**config.mk**
```make
export PLATFORM = sky130hd
export DESIGN_NAME = cse_exec
export DESIGN_NICKNAME = d
export VERILOG_FILES = /design/src/cse_pkg.sv /design/src/cse_exec.sv /design/src/cse_decode.sv /design/src/cse_alu.sv
export SDC_FILE = /design/constraint.sdc
export NUM_CORES = 1
export LEC_CHECK = 0
export CAP_MARGIN = 5
export CORE_MARGIN = 2
export CORE_UTILIZATION = 50
export CTS_CLUSTER_DIAMETER = 100
export DETAILED_ROUTE_END_ITERATION = 6
export DONT_BUFFER_PORTS = 1
export GPL_ROUTABILITY_DRIVEN = 0
export SLEW_MARGIN = 20
export SYNTH_ARGS = -nofsm -noshare
export SYNTH_HDL_FRONTEND = slang
export SYNTH_HIERARCHICAL = 1
export SYNTH_SLANG_ARGS = --single-unit
```
**constraint.sdc**
```tcl
create_clock -name clk -period 4.95 [get_ports clk]
set_clock_uncertainty 0.1 [all_clocks]
set_input_delay 0.495 -clock clk [delete_from_list [all_inputs] [get_ports clk]]
set_output_delay 0.495 -clock clk [all_outputs]
set_load 0.02 [all_outputs]
```
**src/cse_pkg.sv**
```systemverilog
// shared encodings, widths and reset values for the instruction subset executor
package cse_pkg;

	localparam int DATA_WIDTH  = 8;
	localparam int PC_WIDTH    = 11;
	localparam int INSTR_WIDTH = 12;
	localparam int FADDR_WIDTH = 5;
	localparam int TGT_WIDTH   = 9;
	localparam int PAGE_WIDTH  = 2;

	// instruction field positions
	localparam int FADDR_LSB = 0;
	localparam int DEST_BIT  = 5;
	localparam int LIT_LSB   = 0;
	localparam int TGT_LSB   = 0;

	// reset values and arithmetic constants
	localparam logic [DATA_WIDTH-1:0]  ACC_RST  = 8'h00;
	localparam logic [PC_WIDTH-1:0]    PC_RST   = 11'h000;
	localparam logic                   ZERO_RST = 1'b0;
	localparam logic [DATA_WIDTH-1:0]  ONE      = 8'h01;
	localparam logic [DATA_WIDTH-1:0]  ZERO_VAL = 8'h00;
	localparam logic [PC_WIDTH-1:0]    PC_STEP  = 11'h001;
	localparam logic [FADDR_WIDTH-1:0] FADDR_RST = 5'h00;

	// opcode match masks and values
	localparam logic [INSTR_WIDTH-1:0] M_INC_FILE  = 12'hfc0;
	localparam logic [INSTR_WIDTH-1:0] V_INC_FILE  = 12'h280;
	localparam logic [INSTR_WIDTH-1:0] M_INC_SKIP  = 12'hfc0;
	localparam logic [INSTR_WIDTH-1:0] V_INC_SKIP  = 12'h3c0;
	localparam logic [INSTR_WIDTH-1:0] M_BRANCH    = 12'he00;
	localparam logic [INSTR_WIDTH-1:0] V_BRANCH    = 12'ha00;
	localparam logic [INSTR_WIDTH-1:0] M_ORLIT     = 12'hf00;
	localparam logic [INSTR_WIDTH-1:0] V_ORLIT     = 12'hd00;
	localparam logic [INSTR_WIDTH-1:0] M_ORFILE    = 12'hfc0;
	localparam logic [INSTR_WIDTH-1:0] V_ORFILE    = 12'h100;
	localparam logic [INSTR_WIDTH-1:0] M_STORE_ACC = 12'hfe0;
	localparam logic [INSTR_WIDTH-1:0] V_STORE_ACC = 12'h020;
	localparam logic [INSTR_WIDTH-1:0] M_MOVE_FILE = 12'hfc0;
	localparam logic [INSTR_WIDTH-1:0] V_MOVE_FILE = 12'h200;
	localparam logic [INSTR_WIDTH-1:0] M_LDLIT     = 12'hf00;
	localparam logic [INSTR_WIDTH-1:0] V_LDLIT     = 12'hc00;

	typedef enum logic [8:0] {
		CSE_OP_NONE  = 9'h001,
		CSE_OP_INC   = 9'h002,
		CSE_OP_INCSZ = 9'h004,
		CSE_OP_BRA   = 9'h008,
		CSE_OP_ORLIT = 9'h010,
		CSE_OP_ORF   = 9'h020,
		CSE_OP_STORE = 9'h040,
		CSE_OP_MOVE  = 9'h080,
		CSE_OP_LDLIT = 9'h100
	} cse_op_t;

	typedef enum logic [1:0] {
		CSE_ST_EXEC  = 2'h1,
		CSE_ST_FLUSH = 2'h2
	} cse_state_t;

endpackage

```
**src/cse_exec.sv**
```systemverilog
// executor for one group of instructions: working register, zero flag, program counter
`timescale 1ns/1ps
// Summary of operation
// - increment file into working or file register
// - skip on zero result discards fetched word
// - skipping takes two cycles, flags untouched
// - branch loads nine immediate bits into counter
// - page bits fill counter bits ten, nine
// - branch takes two cycles, second refills
// - OR literal into working register, zero updated
// - OR file, destination selectable, zero updated
// - working register to file, flags untouched
// - move file to working or itself
// - move file always updates zero flag
// - load literal, flags untouched
module cse_exec #(
	parameter int PC_W   = cse_pkg::PC_WIDTH,
	parameter int DATA_W = cse_pkg::DATA_WIDTH
) (
	// clock and reset
	input  wire logic                            clk,
	input  wire logic                            rst,
	// fetch path
	input  wire logic                            instr_valid,
	input  wire logic [cse_pkg::INSTR_WIDTH-1:0] instr,
	// data file and status page bits
	input  wire logic [DATA_W-1:0]               file_rdata,
	input  wire logic [cse_pkg::PAGE_WIDTH-1:0]  page_bits,
	// file write port
	output logic                                 file_we_r,
	output logic [cse_pkg::FADDR_WIDTH-1:0]      file_waddr_r,
	output logic [DATA_W-1:0]                    file_wdata_r,
	// core state
	output logic [DATA_W-1:0]                    acc_r,
	output logic                                 zero_r,
	output logic [PC_W-1:0]                      pc_r,
	output logic                                 discard_r
);

	////////////////////////////////////////////////////////////////////////////////
	// elaboration checks: the page and target fields fix the counter width
	if (PC_W != cse_pkg::PC_WIDTH)
		$error("cse_exec: PC_W must equal the page plus target width");
	if (DATA_W != cse_pkg::DATA_WIDTH)
		$error("cse_exec: DATA_W must equal the 8-bit data path");

	////////////////////////////////////////////////////////////////////////////////
	// decode and datapath
	cse_pkg::cse_op_t                   op;
	logic [cse_pkg::FADDR_WIDTH-1:0]    faddr;
	logic                               dest;
	logic [DATA_W-1:0]                  lit;
	logic [cse_pkg::TGT_WIDTH-1:0]      target;
	logic [DATA_W-1:0]                  result;
	logic                               res_zero;

	cse_decode u_decode (
		.instr  (instr),
		.op     (op),
		.faddr  (faddr),
		.dest   (dest),
		.lit    (lit),
		.target (target)
	);

	cse_alu u_alu (
		.op     (op),
		.acc    (acc_r),
		.fdata  (file_rdata),
		.lit    (lit),
		.result (result),
		.zero   (res_zero)
	);

	////////////////////////////////////////////////////////////////////////////////
	// next state
	cse_pkg::cse_state_t                state_r;
	cse_pkg::cse_state_t                state_nxt;
	logic [DATA_W-1:0]                  acc_nxt;
	logic                               zero_nxt;
	logic [PC_W-1:0]                    pc_nxt;
	logic                               file_we_nxt;
	logic [cse_pkg::FADDR_WIDTH-1:0]    file_waddr_nxt;
	logic [DATA_W-1:0]                  file_wdata_nxt;
	logic                               discard_nxt;
	logic                               exec_go;

	assign exec_go = instr_valid && (state_r == cse_pkg::CSE_ST_EXEC);

	always_comb
	begin
		state_nxt      = state_r;
		acc_nxt        = acc_r;
		zero_nxt       = zero_r;
		pc_nxt         = pc_r;
		file_we_nxt    = 1'b0;
		file_waddr_nxt = file_waddr_r;
		file_wdata_nxt = file_wdata_r;
		if (instr_valid)
		begin
			pc_nxt    = pc_r + cse_pkg::PC_STEP;
			state_nxt = cse_pkg::CSE_ST_EXEC;
			// a discarded word executes as no_operation
			if (state_r == cse_pkg::CSE_ST_EXEC)
			begin
				unique case (op)
					cse_pkg::CSE_OP_INC, cse_pkg::CSE_OP_ORF, cse_pkg::CSE_OP_MOVE,
					cse_pkg::CSE_OP_INCSZ:
					begin
						if (dest)
						begin
							file_we_nxt    = 1'b1;
							file_waddr_nxt = faddr;
							file_wdata_nxt = result;
						end
						else
							acc_nxt = result;
						if (op != cse_pkg::CSE_OP_INCSZ)
							zero_nxt = res_zero;
						else if (res_zero)
							state_nxt = cse_pkg::CSE_ST_FLUSH;
					end
					cse_pkg::CSE_OP_BRA:
					begin
						pc_nxt    = {page_bits, target};
						state_nxt = cse_pkg::CSE_ST_FLUSH;
					end
					cse_pkg::CSE_OP_ORLIT:
					begin
						acc_nxt  = result;
						zero_nxt = res_zero;
					end
					cse_pkg::CSE_OP_STORE:
					begin
						file_we_nxt    = 1'b1;
						file_waddr_nxt = faddr;
						file_wdata_nxt = acc_r;
					end
					cse_pkg::CSE_OP_LDLIT:
						acc_nxt = result;
					cse_pkg::CSE_OP_NONE:
						acc_nxt = acc_r;
				endcase
			end
		end
		discard_nxt = (state_nxt == cse_pkg::CSE_ST_FLUSH);
	end

	////////////////////////////////////////////////////////////////////////////////
	// registers
	always_ff @(posedge clk)
	begin
		if (rst)
		begin
			state_r      <= cse_pkg::CSE_ST_EXEC;
			acc_r        <= cse_pkg::ACC_RST;
			zero_r       <= cse_pkg::ZERO_RST;
			pc_r         <= cse_pkg::PC_RST;
			file_we_r    <= 1'b0;
			file_waddr_r <= cse_pkg::FADDR_RST;
			file_wdata_r <= cse_pkg::ACC_RST;
			discard_r    <= 1'b0;
		end
		else
		begin
			state_r      <= state_nxt;
			acc_r        <= acc_nxt;
			zero_r       <= zero_nxt;
			pc_r         <= pc_nxt;
			file_we_r    <= file_we_nxt;
			file_waddr_r <= file_waddr_nxt;
			file_wdata_r <= file_wdata_nxt;
			discard_r    <= discard_nxt;
		end
	end
endmodule // cse_exec

```
**src/cse_decode.sv**
```systemverilog
// opcode and field decoder for the instruction subset
`timescale 1ns/1ps
module cse_decode (
	// instruction word
	input  wire logic [cse_pkg::INSTR_WIDTH-1:0] instr,
	// decoded operation and fields
	output cse_pkg::cse_op_t                     op,
	output logic [cse_pkg::FADDR_WIDTH-1:0]      faddr,
	output logic                                 dest,
	output logic [cse_pkg::DATA_WIDTH-1:0]       lit,
	output logic [cse_pkg::TGT_WIDTH-1:0]        target
);

	function automatic logic hit(input logic [cse_pkg::INSTR_WIDTH-1:0] w,
		input logic [cse_pkg::INSTR_WIDTH-1:0] m, input logic [cse_pkg::INSTR_WIDTH-1:0] v);
		hit = ((w & m) == v);
	endfunction

	////////////////////////////////////////////////////////////////////////////////
	// words outside this group fall through as no_operation
	always_comb
	begin
		if (hit(instr, cse_pkg::M_INC_FILE, cse_pkg::V_INC_FILE))
			op = cse_pkg::CSE_OP_INC;
		else if (hit(instr, cse_pkg::M_INC_SKIP, cse_pkg::V_INC_SKIP))
			op = cse_pkg::CSE_OP_INCSZ;
		else if (hit(instr, cse_pkg::M_BRANCH, cse_pkg::V_BRANCH))
			op = cse_pkg::CSE_OP_BRA;
		else if (hit(instr, cse_pkg::M_ORLIT, cse_pkg::V_ORLIT))
			op = cse_pkg::CSE_OP_ORLIT;
		else if (hit(instr, cse_pkg::M_ORFILE, cse_pkg::V_ORFILE))
			op = cse_pkg::CSE_OP_ORF;
		else if (hit(instr, cse_pkg::M_STORE_ACC, cse_pkg::V_STORE_ACC))
			op = cse_pkg::CSE_OP_STORE;
		else if (hit(instr, cse_pkg::M_MOVE_FILE, cse_pkg::V_MOVE_FILE))
			op = cse_pkg::CSE_OP_MOVE;
		else if (hit(instr, cse_pkg::M_LDLIT, cse_pkg::V_LDLIT))
			op = cse_pkg::CSE_OP_LDLIT;
		else
			op = cse_pkg::CSE_OP_NONE;
	end

	assign faddr  = instr[cse_pkg::FADDR_LSB +: cse_pkg::FADDR_WIDTH];
	assign dest   = instr[cse_pkg::DEST_BIT];
	assign lit    = instr[cse_pkg::LIT_LSB +: cse_pkg::DATA_WIDTH];
	assign target = instr[cse_pkg::TGT_LSB +: cse_pkg::TGT_WIDTH];

endmodule // cse_decode

```
**src/cse_alu.sv**
```systemverilog
// result and zero test for the arithmetic and move operations
`timescale 1ns/1ps
module cse_alu (
	// operation and operands
	input  wire cse_pkg::cse_op_t                 op,
	input  wire logic [cse_pkg::DATA_WIDTH-1:0]   acc,
	input  wire logic [cse_pkg::DATA_WIDTH-1:0]   fdata,
	input  wire logic [cse_pkg::DATA_WIDTH-1:0]   lit,
	// result
	output logic [cse_pkg::DATA_WIDTH-1:0]        result,
	output logic                                  zero
);

	always_comb
	begin
		unique case (op)
			cse_pkg::CSE_OP_INC, cse_pkg::CSE_OP_INCSZ:
				result = fdata + cse_pkg::ONE;
			cse_pkg::CSE_OP_ORLIT:
				result = acc | lit;
			cse_pkg::CSE_OP_ORF:
				result = acc | fdata;
			cse_pkg::CSE_OP_MOVE:
				result = fdata;
			cse_pkg::CSE_OP_LDLIT:
				result = lit;
			default:
				result = acc;
		endcase
	end

	assign zero = (result == cse_pkg::ZERO_VAL);

endmodule // cse_alu

```
Word-level counts from Yosys, hierarchy flattened
Cells that the tools add are included.

Bits in registers: 37. Bits of input ports: 25.

Equal/unequal tests: 22. Bitwise operators: 4. Reductions and logical operators: 11. $add $sub $neg: 2. Muxes and demuxes: 26.

Operator list (count): 2-to-1 mux 9 bit (8); case mux 8 bit (5 select lines) (1); case mux 8 bit (2 select lines) (2); 2-to-1 mux 11 bit (2); == test 6 x 4 -> 1 bit, second input constant (3); 2-to-1 mux 8 bit (2); OR 8 bit (2); AND reduction 4 bit (3); adder 11 x 1 -> 11 bit, second input constant (1); case mux 5 bit (2 select lines) (1); == test 9 x 2 -> 1 bit, second input constant (1); == test 9 x 3 -> 1 bit, second input constant (1); == test 9 x 4 -> 1 bit, second input constant (1); == test 9 x 5 -> 1 bit, second input constant (1); == test 9 x 6 -> 1 bit, second input constant (1); == test 9 x 7 -> 1 bit, second input constant (1); == test 9 x 8 -> 1 bit, second input constant (1); == test 9 bit, second input constant (1); != test 9 x 3 -> 1 bit, second input constant (1); adder 8 x 1 -> 8 bit, second input constant (1); == test 4 bit, second input constant (2); zero test 8 bit (1); 2-to-1 mux 2 bit (4); == test 7 x 1 -> 1 bit, second input constant (1); other kinds (14) (22).

Depth between registers and ports, before layout
Depth after elaboration: 19. Gate-level depth with buffers: 14. Depth with buffers taken out: 13.

By module
Netlist, hierarchy kept.

Modules (own cells, without submodules): cse_exec (instances 1, cells each 230, sequential area each 740.7 um^2, area each 1988.2 um^2); cse_alu (instances 1, cells each 73, sequential area each 0.0 um^2, area each 581.8 um^2); cse_decode (instances 1, cells each 42, sequential area each 0.0 um^2, area each 301.5 um^2).

Worst setup path after synthesis
No wires, ideal clock.

Kind: input -> register. From: input port instr[6] (netlist name). To: register state_r[0]. Stages: 14. Setup slack: 1.060 ns. Buffers on the path: 2. Data required time: 4.736 ns. Setup time: 0.114 ns. Data arrival time: 3.676 ns. Cell sequence: or2_2 > nor4b_1 > buf_6 > nor4_1 > and3_1 > buf_6 > a222oi_1 > a21boi_0 > nand4_1 > nor4_1 > nand2_1 > o21ai_0 > nand4_1 > a21o_1.

Cells in the longest elaborated chain, start to end: 17.

RTL lines: start, declared (line cse_exec.sv:25) `input wire logic [cse_pkg::INSTR_WIDTH-1:0] instr,`; == test 6 x 4 -> 1 bit (line cse_decode.sv:16) `hit = ((w & m) == v);`; 2-to-1 mux 9 bit (line cse_decode.sv:35) `else if (hit(instr, cse_pkg::M_MOVE_FILE, cse_pkg::V_MOVE_FILE))`; 2-to-1 mux 9 bit (line cse_decode.sv:33) `else if (hit(instr, cse_pkg::M_STORE_ACC, cse_pkg::V_STORE_ACC))`; 2-to-1 mux 9 bit (line cse_decode.sv:31) `else if (hit(instr, cse_pkg::M_ORFILE, cse_pkg::V_ORFILE))`; 2-to-1 mux 9 bit (line cse_decode.sv:29) `else if (hit(instr, cse_pkg::M_ORLIT, cse_pkg::V_ORLIT))`; 2-to-1 mux 9 bit (line cse_decode.sv:27) `else if (hit(instr, cse_pkg::M_BRANCH, cse_pkg::V_BRANCH))`; 2-to-1 mux 9 bit (line cse_decode.sv:25) `else if (hit(instr, cse_pkg::M_INC_SKIP, cse_pkg::V_INC_SKIP))`; 2-to-1 mux 9 bit * (line cse_decode.sv:23) `if (hit(instr, cse_pkg::M_INC_FILE, cse_pkg::V_INC_FILE))`; named net op[1] (line cse_exec.sv:49) `cse_pkg::cse_op_t op;`; (+2 left out); case mux 8 bit (5 select lines) * (line cse_alu.sv:16) `unique case (op)`; zero test 8 bit * (line cse_alu.sv:32) `assign zero = (result == cse_pkg::ZERO_VAL);`; named net res_zero (line cse_exec.sv:55) `logic res_zero;`; 2-to-1 mux 2 bit * (line cse_exec.sv:120) `else if (res_zero)`; 2-to-1 mux 2 bit * (line cse_exec.sv:118) `if (op != cse_pkg::CSE_OP_INCSZ)`; case mux 2 bit (2 select lines) * (line cse_exec.sv:106) `unique case (op)`; 2-to-1 mux 2 bit * (line cse_exec.sv:104) `if (state_r == cse_pkg::CSE_ST_EXEC)`; 2-to-1 mux 2 bit * (line cse_exec.sv:99) `if (instr_valid)`; end signal, assigned (line cse_exec.sv:155) `state_r <= cse_pkg::CSE_ST_EXEC;`; end signal, assigned (line cse_exec.sv:166) `state_r <= state_nxt;`; end, declared (line cse_exec.sv:77) `cse_pkg::cse_state_t state_r;`.

Mark *: on every way through the listed nets, which the timed path passes. The rest lies on a longest branch. A chain may end at the register's enable or synchronous reset.

Final worst setup path
From: input port instr[5] (netlist name). To: register state_r[0].

Cells in the longest elaborated chain, start to end: 16.

RTL lines (line): == test 7 x 1 -> 1 bit * (cse_decode.sv:16); 2-to-1 mux 9 bit * (cse_decode.sv:33); 2-to-1 mux 9 bit * (cse_decode.sv:31); 2-to-1 mux 9 bit * (cse_decode.sv:29); 2-to-1 mux 9 bit * (cse_decode.sv:27); 2-to-1 mux 9 bit * (cse_decode.sv:25); 2-to-1 mux 9 bit * (cse_decode.sv:23); named net op[0] (cse_exec.sv:49); (+2 left out); case mux 8 bit (5 select lines) * (cse_alu.sv:16); zero test 8 bit * (cse_alu.sv:32); named net res_zero (cse_exec.sv:55); 2-to-1 mux 2 bit * (cse_exec.sv:120); 2-to-1 mux 2 bit * (cse_exec.sv:118); case mux 2 bit (2 select lines) * (cse_exec.sv:106); 2-to-1 mux 2 bit * (cse_exec.sv:104); 2-to-1 mux 2 bit * (cse_exec.sv:99).

Marks and branches as above.

==> qor.yml <==
status:
  status: "complete, no violations"
route:
  initialDrtViolationCount: 155
  ant_nets: 0
  drcViolationCount: 0
  drtPass1Iterations: 5
  via_count: 2418
  wl_um: 7110
  post_drt_wl_per_cell_um: 18.1
  viasPerCell: 6.15
critical_path:
  r2r-start: "state_r[0]$_SDFF_PP1_"
  crit_chain: "or2_2 -> a221oi_1 -> nor4_1 -> and3_1 -> a222oi_1 -> a21boi_0 -> nand4_1 -> nor4_1 -> nand2_1 -> o21ai_0 -> nand4_1 -> a21o_1"
  r2r_cells: 5
  endpoint_kind: "flop"
  path_class: "in2reg"
  timing.rr.end: "pc_r[8]$_SDFFE_PP0P_"
  cp-startpoint: "instr[5]"
  arrival_ns: 3.76
  slowest_stage: "a221oi_1"
  startpoint_type: "input port"
  critPathMaxFanout: 7
  max_stage_delay_ns: 0.86
  cp_data_required_time_ns: 5.04
  rrSetupSlack_ns: 2.55
final_layout:
  ff_latch_area_um2: 741
  final_area_um2: 2880
  antennaDiodeCount: 0
  utilization_pct: 52.0
  final_common_cell: "nor2_1"
  nets: 347
  final_cell_mix: "nor2_1, dfxtp_1, mux2i_1"
  fill_cells: 545
  multiInputGateArea_um2: 1850
  syn_to_final_growth_pct: 0.348
  drive_above_1_share_pct: 15.9
global_routing:
  track_usage_pct: 22.6
  grt_util_met2_pct: 35.3
  grt_pass1_vias: 2233
  grt_max_degree: 46
  grt_busiest_layer: "met2"
  use_met1_pct: 29.8
  grtUsageMet3_pct: 7.58
  antenna_found_initial: 0
  grt_pass1_wl_um: 11300
  gr-total-overflow: 0
hold_path:
  min_from: "rst"
  hold_end: "file_waddr_r[4]$_SDFFE_PP0P_"
  hold_path_depth: 1
  holdCritPathClass: "in2reg"
floorplanning:
  die_height_um: 79.8
  rows: 27
  core_um2: 5540
  start_util_pct: 51.8
  fp.dieW_um: 79.8
  die_area_um2: 6360
  num_io_pins: 60
power:
  power_density_nw_per_um2: 224
  vdd_drop_max_mv: 0.150
  total_power_mw: 0.647
  leakagePower_nw: 0.980
clock_tree:
  holdBufCountCts: 0
  cts_max_path_buffers: 2
  cts_tree: "yes"
  root_buffer: "clkbuf_8"
  h-tree-depth: 2
  cts.sinks: 37
  cts_made_buffers: 5
  cts.clk_slew.worst_paths_ns: 0.08
  cts_resized: 0
  clock_latency_ns: 0.29
  cts_setup_buffers: 0
place:
  dp_hpwl_um: 5230
  portBuffers: 0
  dpl-instance-area_um2: 2760
synthesis:
  synth_top_family_by_area: "simple AND/OR/NAND/NOR gates"
  muxShareOfSynthArea_pct: 11.6
  synth_area_leaders: "dfxtp_1, mux2i_1, buf_4"
  async_flop_share_pct: 0
  synth-edff-count: 0
  synth.largest_area_cell: "dfxtp_1"
  syn_nets: 372
  avgSynthCellArea_um2: 8.32
  synthCells: 345
  synthSimpleGateAreaFrac_pct: 31.5
  syn_area_um2: 2870
  synth_top_area_share_pct: 25.8
  ys_seq_area_share_pct: 25.8
  synthAdderAreaFrac_pct: 0.871
  synthFlopType: "dfxtp_1"
  ys_seq_elements: 37
  synthXorXnorAreaFrac_pct: 3.31
  yosys_warnings: 6
  synth_cell_types: 63
  synth_compound_area_share_pct: 16.4
sta:
  fin_crit_sh_pct: 74.2
  rsz0062_at_grt: "no"
  setup_viol: 0
  hold_violations: 0
  setup_tns_ns: 0
  max-slew-margin-rel_pct: 33.2
  slew_viol_final: 0
  worst_slew_pin_slew_ns: 1.00
  fmax_mhz: 272
  period_needed_ns: 3.67
job:
  drv_cap: 0
-- state kept, by name, summed over array words and instances, names as in the netlist --
| register | cells |
|---|---|
| state_r | 2 |
| file_waddr_r | 5 |
| pc_r | 11 |
| file_we_r | 1 |
| discard_r | 1 |
| file_wdata_r | 8 |
| zero_r | 1 |
| acc_r | 8 |
-- layout make-up --
type | instances | share of cell area [%]
tap | 72 | 3.13
clock buffer | 5 | 2.39
sequential | 37 | 25.7
inverter | 9 | 1.17
timing repair buffer | 7 | 1.82
multi-input combinational | 260 | 64.3
clock inverter | 3 | 1.52
-- kinds of logic (layout without fill, tap and decap cells) --
logic type / Yosys count / count (layout)
AOI/OAI and AO/OA: 61 / 61
and+or+nand+nor: 155 / 155
DFF: 37 / 37
muxes: 32 / 32
xor gates and xnor gates: 10 / 10
adders and majority gates: 2 / 2
buffers and inverters: 48 / 24
-- worst max path at each step --
stage / depth (start not counted) / slack, ns / end
2_1_floorplan: 14 / 1.06 / state_r[0]$_SDFF_PP1_
3_3_place_gp: 12 / 1.15 / state_r[0]$_SDFF_PP1_
3_5_place_dp: 12 / 1.01 / state_r[0]$_SDFF_PP1_
4_1_cts: 12 / 1.32 / state_r[0]$_SDFF_PP1_
5_1_grt: 12 / 1.04 / state_r[0]$_SDFF_PP1_
6_report: 12 / 1.28 / state_r[0]$_SDFF_PP1_
-- worst max-delay path: cells and delay by family --
kind / cells / cell delay [ns]
AO/OA/AOI/OAI: 5 / 1.81
AND/OR/NAND/NOR: 7 / 1.46
-- power by group --
group / switching (mW) / internal [mW]
clock: 0.119 / 0.151
sequential: 0.00788 / 0.301
combinational: 0.0372 / 0.0312
total: 0.164 / 0.483
-- stage by stage --
step	instances	setup slack (ns)	hold slack [ns]
floorplan	345	1.06	0.366
detailed placement	385	1.01	0.397
finish	393	1.28	0.163
global placement	385	1.15	0.389
CTS	393	1.32	0.155
global route	393	1.04	0.148
-- cells in the mapped netlist (4+ instances only) --
cell type / n
dfxtp_1: 37
nor2_1: 38
a21oi_1: 10
o21ai_0: 14
nand2_1: 20
a22oi_1: 5
mux2_2: 10
nand2b_1: 20
buf_4: 24
buf_6: 4
inv_1: 9
mux2i_1: 22
nor4_1: 8
clkbuf_1: 10
xor2_1: 6
nand3_1: 11
nor3_1: 15
or2_2: 4
nand4_1: 7
-- routing by layer --
layer  part of all wire (%)  vias up  wire [um]
met5                      0        -          0
met4                    1.6        0        116
met3                    7.8        8        556
met2                     46       72       3270
met1                     45     1151       3170
li1                       -     1187          -
(Power assumes the default switching activity.)
